## config.mk

```make
export PLATFORM = sky130hd
export DESIGN_NAME = manchester_codec_repeater
export DESIGN_NICKNAME = d
export VERILOG_FILES = /design/src/manchester_codec_pkg.sv /design/src/manchester_codec_repeater.sv
export SDC_FILE = /design/constraint.sdc
export NUM_CORES = 1
export LEC_CHECK = 0
export BUFFER_PORTS_ARGS = -buffer_cell sky130_fd_sc_hd__buf_2
export CELL_PAD_IN_SITES_DETAIL_PLACEMENT = 1
export CELL_PAD_IN_SITES_GLOBAL_PLACEMENT = 1
export CORE_MARGIN = 2
export CORE_UTILIZATION = 45
export CTS_CLUSTER_SIZE = 8
export DETAILED_ROUTE_END_ITERATION = 8
export GPL_ROUTABILITY_DRIVEN = 1
export MAX_ROUTING_LAYER = met4
export PLACE_DENSITY_LB_ADDON = 0.12
export SETUP_SLACK_MARGIN = 0.5
export SKIP_LAST_GASP = 1
export SYNTH_ARGS = -nofsm -noshare
export SYNTH_HDL_FRONTEND = slang
export SYNTH_SLANG_ARGS = --single-unit
```

## constraint.sdc

```tcl
create_clock -name pclk -period 3.9 [get_ports pclk]
set_clock_uncertainty 0.2 [all_clocks]
set_input_delay 0.39 -clock pclk [delete_from_list [all_inputs] [get_ports pclk]]
set_output_delay 0.39 -clock pclk [all_outputs]
set_load 0.02 [all_outputs]
```

## src/manchester_codec_pkg.sv

```systemverilog
// Constants, carriers and helper functions for the Manchester codec and repeater.
// How it works
// - Encoder derives free-running 1X and 2X bit-rate timing from the system clock.
// - Transmit enable low drives outputs; high forces line outputs high, clock low.
// - Falling transmit enable sends eight Manchester zeros then a command sync.
// - Command sync lasts three bits: 1.5 bits high, then 1.5 bits low.
// - Source presents NRZ data; encoder samples it on each encoder clock fall.
// - After the preamble, data is encoded continuously while transmit enable stays low.
// - Manchester line outputs are driven in inverted, active-low polarity.
// - Decoder runs at 16X or 32X the bit rate, chosen by speed select.
// - Decoder always hunts for sync and tells command sync from data sync.
// - Each decoded bit leaves on serial output three bit periods after arrival.
// - Receive reset low forces data, clock and valid flag low; else clocked out.
// - After receive reset rises, valid flag stays low until a sync arrives.
// - Recovered clock lets external logic shift each bit on its falling edge.
// - An invalid Manchester bit drops the valid flag, aligned with that bit.
// - After a Manchester error, decoding resumes only at a new sync.
// - Repeater resends line input half a bit later with a 2X clock.
// - In repeater mode transmit enable only gates; no preamble is started.
// - In repeater mode the data/sync pin shows the latest sync type.
// - Slave reset goes low on receive reset; rises after sync, two good bits, first low.
// - Bipolar One: zero is low-to-high mid-cell, one is high-to-low; complement otherwise.
// - One bit period is 16 decoder ticks at 16X and 32 at 32X.
package manchester_codec_pkg;

  // Register byte offsets.
  localparam logic [11:0] CTRL_OFF = 12'h000;
  localparam logic [11:0] STAT_OFF = 12'h004;

  // System clock period.
  localparam int CLK_PERIOD_NS = 50;

  // Decoder ticks per half bit at each speed.
  localparam logic [5:0] HALF_16X = 6'h08;
  localparam logic [5:0] HALF_32X = 6'h10;

  // Encoder sequence lengths in half bits.
  localparam logic [4:0] PRE_HALVES = 5'h10;
  localparam logic [4:0] SYNC_HALVES = 5'h06;
  localparam logic [4:0] SYNC_HIGH_HALVES = 5'h03;

  // Cells the decoder skips after the sync centre edge.
  localparam logic [1:0] SYNC_SKIP_CELLS = 2'h2;

  // Saturation value of the run-length counter.
  localparam logic [6:0] RUN_MAX = 7'h7F;

  // Control register layout.
  typedef struct packed {
    logic speed32;
    logic repeater;
  } ctrl_t;

  localparam ctrl_t CTRL_RESET = '{speed32: 1'b0, repeater: 1'b0};

  // Status register layout.
  typedef struct packed {
    logic hunting;
    logic enc_busy;
    logic slave_rst;
    logic cmd_sync;
    logic valid;
  } stat_t;

  // One decoded bit and its validity.
  typedef struct packed {
    logic valid;
    logic data;
  } dec_entry_t;

  localparam dec_entry_t ENTRY_NONE = '{valid: 1'b0, data: 1'b0};

  // Encoder sequence states.
  typedef enum logic [1:0] {E_IDLE, E_PRE, E_SYNC, E_DATA} enc_state_t;

  // Half-bit length in decoder ticks for the selected speed.
  function automatic logic [5:0] half_ticks(input logic speed32);
    return speed32 ? HALF_32X : HALF_16X;
  endfunction

  // True when a run of constant level lasts 1.25 to 1.75 bits.
  function automatic logic run_is_sync(input logic [6:0] len, input logic [5:0] h);
    logic [7:0] two_len;
    logic [7:0] lo;
    logic [7:0] hi;
    two_len = {len, 1'b0};
    lo = 8'({h, 2'b00} + {2'b00, h});
    hi = 8'({h, 3'b000} - {3'b000, h});
    return (two_len >= lo) && (two_len <= hi);
  endfunction

endpackage

```

## src/manchester_codec_repeater.sv

```systemverilog
// Manchester II encoder, decoder and repeater with an APB control port.
`timescale 1ns/100ps
module manchester_codec_repeater
  import manchester_codec_pkg::*;
#(
  parameter int TICK_DIV = 1
) (
  input wire logic pclk,
  input wire logic presetn,
  input wire logic psel,
  input wire logic penable,
  input wire logic pwrite,
  input wire logic [11:0] paddr,
  input wire logic [31:0] pwdata,
  output logic [31:0] prdata,
  output logic pready,
  output logic pslverr,
  input wire logic transmit_enable_n,
  input wire logic serial_in_or_sync_type_in,
  output logic serial_in_or_sync_type_out,
  output logic serial_in_or_sync_type_oe,
  output logic encoder_clock_out,
  output logic line_one_out_n,
  output logic line_zero_out_n,
  input wire logic line_one_in,
  input wire logic line_zero_in,
  input wire logic unipolar_line_in,
  input wire logic rx_reset_n,
  output logic decoded_serial_out,
  output logic recovered_clock_out,
  output logic valid_message_flag_n,
  output logic slave_reset_out_n
);

  localparam logic [15:0] TDIV_LAST = 16'(TICK_DIV - 1);

  logic [5:0] pin_m_q;
  logic [5:0] pin_s_q;
  logic cts_n_s, sdi_s, one_s, zero_s, uni_s, rxrst_s;
  logic [15:0] tdiv_q;
  logic tick;
  ctrl_t ctrl_q;
  logic repeater;
  logic [5:0] dec_half;
  logic [5:0] twoh;
  logic pready_q, pslverr_q;
  logic [31:0] prdata_q;
  logic apb_hit;
  enc_state_t enc_st_q;
  logic [5:0] enc_hc_q;
  logic [4:0] enc_hi_q;
  logic enc_hp_q, enc_half_end, enc_pend_q, cts_d_q, enc_cur_q, enc_nxt_q;
  logic sync_high, enc_level;
  logic [15:0] rep_sr_q;
  logic rep_tap;
  logic one_q, zero_q, encoder_clock_out_q;
  logic rx_level, lvl_q, edge_now, sync_evt, mid_edge, dec_bound;
  logic sync_seen_q;
  logic [6:0] run_q;
  logic [5:0] dec_ph_q;
  logic [1:0] skip_q;
  logic s1_q, s2_q, hunt_q, cmd_q;
  dec_entry_t st0_q, st1_q;
  logic first_low_q, got_one_q, slave_reset_out_n_q;
  logic sdo_q, recovered_clock_out_q, nvm_q, sdt_out_q, sdt_oe_q;
  stat_t stat;

  // Two-stage synchroniser for every asynchronous pin.
  always_ff @(posedge pclk or negedge presetn) begin
    if (!presetn) begin
      pin_m_q <= 6'h21;
      pin_s_q <= 6'h21;
    end else begin
      pin_m_q <= {rx_reset_n, unipolar_line_in, line_zero_in, line_one_in,
                  serial_in_or_sync_type_in, transmit_enable_n};
      pin_s_q <= pin_m_q;
    end
  end

  assign cts_n_s = pin_s_q[0];
  assign sdi_s = pin_s_q[1];
  assign one_s = pin_s_q[2];
  assign zero_s = pin_s_q[3];
  assign uni_s = pin_s_q[4];
  assign rxrst_s = pin_s_q[5];

  // Decoder tick divider; every rate in the block is a multiple of this tick.
  always_ff @(posedge pclk or negedge presetn) begin
    if (!presetn) begin
      tdiv_q <= 16'h0000;
    end else begin
      tdiv_q <= (tdiv_q >= TDIV_LAST) ? 16'h0000 : tdiv_q + 16'h0001;
    end
  end

  assign tick = (tdiv_q >= TDIV_LAST);
  assign repeater = ctrl_q.repeater;
  assign dec_half = half_ticks(ctrl_q.speed32);
  assign twoh = {dec_half[4:0], 1'b0};

  // APB slave: zero wait states, setup cycle latches the answer.
  assign apb_hit = (paddr == CTRL_OFF) || (paddr == STAT_OFF);
  assign stat = '{hunting: hunt_q, enc_busy: (enc_st_q != E_IDLE), slave_rst: slave_reset_out_n_q,
                  cmd_sync: cmd_q, valid: nvm_q};

  always_ff @(posedge pclk or negedge presetn) begin
    if (!presetn) begin
      pready_q <= 1'b0;
      pslverr_q <= 1'b0;
      prdata_q <= 32'h00000000;
      ctrl_q <= CTRL_RESET;
    end else begin
      pready_q <= psel && !penable;
      if (psel && !penable) begin
        pslverr_q <= !apb_hit;
        if (paddr == CTRL_OFF) begin
          prdata_q <= 32'(ctrl_q);
        end else if (paddr == STAT_OFF) begin
          prdata_q <= 32'(stat);
        end else begin
          prdata_q <= 32'h00000000;
        end
      end
      if (psel && penable && pready_q && pwrite && (paddr == CTRL_OFF)) begin
        ctrl_q <= ctrl_t'(pwdata[1:0]);
      end
    end
  end

  assign prdata = prdata_q;
  assign pready = pready_q;
  assign pslverr = pslverr_q;

  // Free-running half-bit counter and cell parity give the 1X and 2X timing.
  assign enc_half_end = tick && (enc_hc_q >= dec_half - 6'h01);

  always_ff @(posedge pclk or negedge presetn) begin
    if (!presetn) begin
      enc_hc_q <= 6'h00;
      enc_hp_q <= 1'b0;
    end else if (tick) begin
      enc_hc_q <= enc_half_end ? 6'h00 : enc_hc_q + 6'h01;
      if (enc_half_end) begin
        enc_hp_q <= !enc_hp_q;
      end
    end
  end

  // Encoder sequencer; a new sequence starts at the next cell boundary.
  always_ff @(posedge pclk or negedge presetn) begin
    if (!presetn) begin
      enc_st_q <= E_IDLE;
      enc_hi_q <= 5'h00;
      enc_pend_q <= 1'b0;
      cts_d_q <= 1'b1;
    end else begin
      cts_d_q <= cts_n_s;
      if (cts_n_s || repeater) begin
        enc_st_q <= E_IDLE;
        enc_pend_q <= 1'b0;
      end else begin
        if (cts_d_q) begin
          enc_pend_q <= 1'b1;
        end
        if (enc_half_end) begin
          case (enc_st_q)
            E_IDLE: begin
              if (enc_pend_q && enc_hp_q) begin
                enc_st_q <= E_PRE;
                enc_hi_q <= 5'h00;
                enc_pend_q <= 1'b0;
              end
            end
            E_PRE: begin
              if (enc_hi_q == PRE_HALVES - 5'h01) begin
                enc_st_q <= E_SYNC;
                enc_hi_q <= 5'h00;
              end else begin
                enc_hi_q <= enc_hi_q + 5'h01;
              end
            end
            E_SYNC: begin
              if (enc_hi_q == SYNC_HALVES - 5'h01) begin
                enc_st_q <= E_DATA;
                enc_hi_q <= 5'h00;
              end else begin
                enc_hi_q <= enc_hi_q + 5'h01;
              end
            end
            E_DATA: begin
              enc_st_q <= E_DATA;
            end
            default: begin
              enc_st_q <= E_IDLE;
            end
          endcase
        end
      end
    end
  end

  // Serial input is taken at each encoder clock fall, used from the next cell.
  always_ff @(posedge pclk or negedge presetn) begin
    if (!presetn) begin
      enc_nxt_q <= 1'b0;
      enc_cur_q <= 1'b0;
    end else if (enc_half_end) begin
      if (!enc_hp_q) begin
        enc_nxt_q <= sdi_s;
      end else begin
        enc_cur_q <= enc_nxt_q;
      end
    end
  end

  // Line level before inversion, in the Bipolar One sense.
  assign sync_high = (enc_hi_q < SYNC_HIGH_HALVES);

  always_comb begin
    case (enc_st_q)
      E_PRE: enc_level = enc_hp_q;
      E_SYNC: enc_level = sync_high;
      E_DATA: enc_level = enc_hp_q ? !enc_cur_q : enc_cur_q;
      default: enc_level = 1'b0;
    endcase
  end

  // Half-bit delay line for the repeater path.
  always_ff @(posedge pclk or negedge presetn) begin
    if (!presetn) begin
      rep_sr_q <= 16'h0000;
    end else if (tick) begin
      rep_sr_q <= {rep_sr_q[14:0], rx_level};
    end
  end

  assign rep_tap = rep_sr_q[4'(dec_half - 6'h01)];

  // Transmit outputs, gated by transmit enable and driven active low.
  always_ff @(posedge pclk or negedge presetn) begin
    if (!presetn) begin
      one_q <= 1'b1;
      zero_q <= 1'b1;
      encoder_clock_out_q <= 1'b0;
    end else if (cts_n_s) begin
      one_q <= 1'b1;
      zero_q <= 1'b1;
      encoder_clock_out_q <= 1'b0;
    end else if (repeater) begin
      one_q <= !rep_tap;
      zero_q <= rep_tap;
      encoder_clock_out_q <= (enc_hc_q < (dec_half >> 1));
    end else begin
      encoder_clock_out_q <= !enc_hp_q;
      one_q <= (enc_st_q == E_IDLE) ? 1'b1 : !enc_level;
      zero_q <= (enc_st_q == E_IDLE) ? 1'b1 : enc_level;
    end
  end

  assign line_one_out_n = one_q;
  assign line_zero_out_n = zero_q;
  assign encoder_clock_out = encoder_clock_out_q;

  // Received level from either the bipolar pair or the unipolar input.
  assign rx_level = uni_s || (one_s && !zero_s);
  assign edge_now = tick && (rx_level != lvl_q);
  // The closing half of a sync is as long as its opening half, so the edge that ends it
  // must not count as a second sync of the opposite type.
  assign sync_evt = edge_now && !sync_seen_q && run_is_sync(run_q, dec_half);
  assign mid_edge = edge_now && !sync_evt && !hunt_q && (dec_ph_q > (dec_half >> 1))
                    && (dec_ph_q < dec_half + (dec_half >> 1));
  assign dec_bound = tick && (dec_ph_q >= twoh - 6'h01);

  // Run-length measurement between line transitions.
  always_ff @(posedge pclk or negedge presetn) begin
    if (!presetn) begin
      lvl_q <= 1'b0;
      run_q <= 7'h00;
      sync_seen_q <= 1'b0;
    end else if (tick) begin
      lvl_q <= rx_level;
      if (edge_now) begin
        run_q <= 7'h01;
        sync_seen_q <= sync_evt;
      end else if (run_q != RUN_MAX) begin
        run_q <= run_q + 7'h01;
      end
    end
  end

  // Cell phase counter, realigned on the sync centre and on mid-cell edges.
  always_ff @(posedge pclk or negedge presetn) begin
    if (!presetn) begin
      dec_ph_q <= 6'h00;
      s1_q <= 1'b0;
      s2_q <= 1'b0;
    end else if (tick) begin
      if (sync_evt || mid_edge) begin
        dec_ph_q <= dec_half;
      end else begin
        dec_ph_q <= dec_bound ? 6'h00 : dec_ph_q + 6'h01;
      end
      if (dec_ph_q == (dec_half >> 1)) begin
        s1_q <= rx_level;
      end
      if (dec_ph_q == dec_half + (dec_half >> 1)) begin
        s2_q <= rx_level;
      end
    end
  end

  // Sync hunt, bit decode, error detection and the three-bit output pipeline.
  always_ff @(posedge pclk or negedge presetn) begin
    if (!presetn) begin
      hunt_q <= 1'b1;
      skip_q <= 2'h0;
      cmd_q <= 1'b0;
      st0_q <= ENTRY_NONE;
      st1_q <= ENTRY_NONE;
    end else if (!rxrst_s) begin
      hunt_q <= 1'b1;
      skip_q <= 2'h0;
      st0_q <= ENTRY_NONE;
      st1_q <= ENTRY_NONE;
    end else if (sync_evt) begin
      hunt_q <= 1'b0;
      skip_q <= SYNC_SKIP_CELLS;
      cmd_q <= lvl_q;
    end else if (dec_bound) begin
      st1_q <= st0_q;
      if (skip_q != 2'h0) begin
        skip_q <= skip_q - 2'h1;
        st0_q <= ENTRY_NONE;
      end else if (hunt_q) begin
        st0_q <= ENTRY_NONE;
      end else begin
        st0_q <= '{valid: (s1_q != s2_q), data: s1_q};
        if (s1_q == s2_q) begin
          hunt_q <= 1'b1;
        end
      end
    end
  end

  // Slave reset release after sync, a low first bit and a second good bit.
  always_ff @(posedge pclk or negedge presetn) begin
    if (!presetn) begin
      slave_reset_out_n_q <= 1'b0;
      got_one_q <= 1'b0;
      first_low_q <= 1'b0;
    end else if (!rxrst_s) begin
      slave_reset_out_n_q <= 1'b0;
      got_one_q <= 1'b0;
    end else if (sync_evt) begin
      got_one_q <= 1'b0;
    end else if (dec_bound && skip_q == 2'h0 && !hunt_q && s1_q != s2_q) begin
      got_one_q <= 1'b1;
      if (!got_one_q) begin
        first_low_q <= !s1_q;
      end else if (first_low_q) begin
        slave_reset_out_n_q <= 1'b1;
      end
    end
  end

  // Decoder outputs, forced low while receive reset is low.
  always_ff @(posedge pclk or negedge presetn) begin
    if (!presetn) begin
      sdo_q <= 1'b0;
      nvm_q <= 1'b0;
      recovered_clock_out_q <= 1'b0;
    end else if (!rxrst_s) begin
      sdo_q <= 1'b0;
      nvm_q <= 1'b0;
      recovered_clock_out_q <= 1'b0;
    end else begin
      recovered_clock_out_q <= (dec_ph_q < dec_half);
      if (dec_bound) begin
        sdo_q <= st1_q.data;
        nvm_q <= st1_q.valid;
      end
    end
  end

  // Sync-type pin driver, active only in repeater mode.
  always_ff @(posedge pclk or negedge presetn) begin
    if (!presetn) begin
      sdt_oe_q <= 1'b0;
      sdt_out_q <= 1'b0;
    end else begin
      sdt_oe_q <= repeater;
      sdt_out_q <= cmd_q;
    end
  end

  assign decoded_serial_out = sdo_q;
  assign valid_message_flag_n = nvm_q;
  assign recovered_clock_out = recovered_clock_out_q;
  assign slave_reset_out_n = slave_reset_out_n_q;
  assign serial_in_or_sync_type_out = sdt_out_q;
  assign serial_in_or_sync_type_oe = sdt_oe_q;
endmodule

```

==> impl_metrics.ini <==
[critical_path]
crit_start = ctrl_q[1]
startpoint_type = register
reg2reg_from = ctrl_q[1]
r2r-end = st1_q[0]
slowest_stage = dfrtp_1
path_cells = inv_1, ha_1, o21ai_0, nand4b_1, nand4_1, o21ai_1, mux2i_1
rr_worst_depth = 7
worstSetupEndpoint = st1_q[0]
slowest_delay_ps = 530
reg2reg_slack_ps = 1120
critPathCaptureType = register
cp_max_fo = 9
cp.arrival_ps = 2860
cp_data_required_time_ps = 3980
path_class = reg -> reg

[sta]
slew_violations = 0
slew_headroom = 0.376
finalCriticalPeriod_ps = 2780
clock.fmax_ghz = 0.360
hold_viol = 32
rsz0062_at_grt = false
fin_crit_sh = 0.712
worst_pin_slew_ps = 935
setup_viol = 0
hold_ws_ps = -55.0
fin_tns_setup_ps = 0

[synth]
synthTopCellsByCount = dfrtp_1, nand2_1, buf_4
async_reset_ff_frac = 1.00
postSynthAreaPerCell_um2 = 11.2
yosysTopAreaCellShare = 0.487
synthTopCellsByArea = dfrtp_1, ha_1, dfstp_2
yosysTopAreaCell = dfrtp_1
synth_edf_count = 0
yosysSeqAreaShare = 0.537
ys_types = 60
netlist_area_um2 = 4210
syn_inst = 375
synth_ff_type = dfrtp_1
yosys_warnings = 0
ys_ff_latch = 90
yosysMostFrequentCell = dfrtp_1

[detailed_routing]
ant_nets = 0
drt_pass1_iterations = 4
drc = 0
dr_total_vias = 2795
routedWlPerCell_um = 15.5
finalWirelength_mm = 8.41
vias_per_cell = 5.14
drt-initial-drc-count = 83

[layout]
layout.nets = 508
finalNonFillerCells = 544
antenna_cells = 0
area_growth_pct = 11.9
drive_gt1_frac = 0.203

[placement]
hpwl_mm = 5.98
dpl.cell_count = 522
gp_congestion = 0.787
port_buffers = 40

[global_route]
grt-ovfl-total = 0
grt_antenna_before_repair = 0
grt_usage = 0.185
grt_max_degree = 78
grt_pass1_wl_mm = 14.2
grt_pass1_vias = 2948

[clock_tree]
clockRootBuffer = clkbuf_8
tritoncts = built
cts_max_level = 3
post_cts_buffers = 0
cts_sinks = 90
cts-resized-gates = 0
insertion_delay_ps = 350
clock_path_buffers = 2
numCtsBuffers = 9
cts.clk_slew.worst_paths_ps = 90

[floorplanning]
core_um2 = 9150
dieArea_um2 = 10100
fp-row-count = 35
dieHeight_um = 101
ios = 98
start_util = 0.460
fp.dieW_um = 101

[run_status]
violations = negative hold slack
run_status = complete, but fails checks

[pwr]
p_per_area_nw_per_um2 = 461
leakagePower_nw = 2.22
p_total_mw = 2.17
max-vdd-ir-drop_mv = 0.230

[job]
maxCapViolCount = 0

[min_path]
hp-class = in -> async
## registers in the layout, summed over array words and instances, names as in the netlist, 5 cells and up
signal / cells
dec_ph_q: 6
enc_hc_q: 6
pin_m_q: 6
pin_s_q: 6
enc_hi_q: 5
rep_sr_q: 16
prdata: 5
run_q: 7
## critical path: cells and delay by family (launching register included)
family,cells,cell delay [ps]
adders and majority gates,1,370
AOI/OAI and AO/OA,2,600
buffers and inverters,1,290
muxes,1,240
and+or+nand+nor,2,470
DFF,1,530
## repair_timing
action	4_1_cts	5_1_grt
endpoints found under the setup margin	0	0
hold buffers	6	0
hold endpoints to repair	6	0
## report_power, final
| group | switching (mW) | internal, mW | leakage [nW] |
|---|---|---|---|
| registers | 0.0939 | 1.02 | 1.11 |
| clock network | 0.335 | 0.365 | 0.110 |
| logic | 0.200 | 0.153 | 0.998 |
## routing by layer
layer,share of wire,up-vias,GRT usage,wire (um)
met3,0.043,17,0.0368,362
met2,0.47,64,0.286,3930
met4,0.018,0,0.0674,154
met1,0.47,1371,0.244,3960
met5,0,-,-,0
li1,-,1343,-,-
## area by class of cell
class                           count  area, um^2
Inverter                           25        93.8
Clock inverter                      7        98.8
Timing Repair Buffer               47         270
Multi-Input combinational cell    255        1730
Fill cell                         998        4440
Clock buffer                        9         124
Tap cell                          111         139
Sequential cell                    90        2260
## cells by family after synthesis
family | count (synthesis) | synth area share
buffers and inverters | 57 | 0.0769
DFF | 90 | 0.537
AOI/OAI and AO/OA | 55 | 0.0936
other | 1 | 0.000890
adders and majority gates | 25 | 0.0743
muxes | 14 | 0.0362
xor gates and xnor gates | 13 | 0.0270
and+or+nand+nor | 120 | 0.154
## worst min path at each step
stage | cells past startpoint | slack [ps] | start | endpoint
2_1_floorplan | 0 | -110 | presetn | cmd_q
3_3_place_gp | 0 | 140 | pin_m_q[3] | pin_s_q[3]
3_5_place_dp | 0 | 140 | pin_m_q[2] | pin_s_q[2]
4_1_cts | 1 | 7 | presetn | enc_hi_q[2]
5_1_grt | 1 | 20 | presetn | enc_hi_q[2]
6_report | 1 | -50 | presetn | enc_hi_q[2]
## metrics by stage
stage | setup slack, ps | util | area [um^2] | hold WS (ps)
CTS | 1050 | 0.515 | 4710 | 6.60
floorplan | 1720 | - | 4310 | -106
finish | 1120 | 0.515 | 4710 | -55.0
global placement | 1160 | 0.484 | 4430 | 135
global route | 894 | 0.515 | 4710 | 23.5
detailed placement | 1080 | 0.484 | 4430 | 136
## placed cells by master (no fill, tap or decap), types with 3 or more instances in the layout
cell,n
a21oi_1,12
mux2_2,6
nand4b_1,3
xor2_1,6
nand2_1,34
a211oi_1,3
xnor2_1,7
dfstp_2,8
dlygate4sd3_1,6
dfrtp_1,82
ha_1,25
nand2b_1,3
clkbuf_8,9
nand4_1,5
inv_1,25
a31oi_1,3
o21ai_0,15
mux2i_1,7
nand3_1,11
o31ai_1,6
buf_2,39
nor3_1,16
and3_2,3
conb_1,28
nor2_1,21
Power figures use the tool's default switching activity.
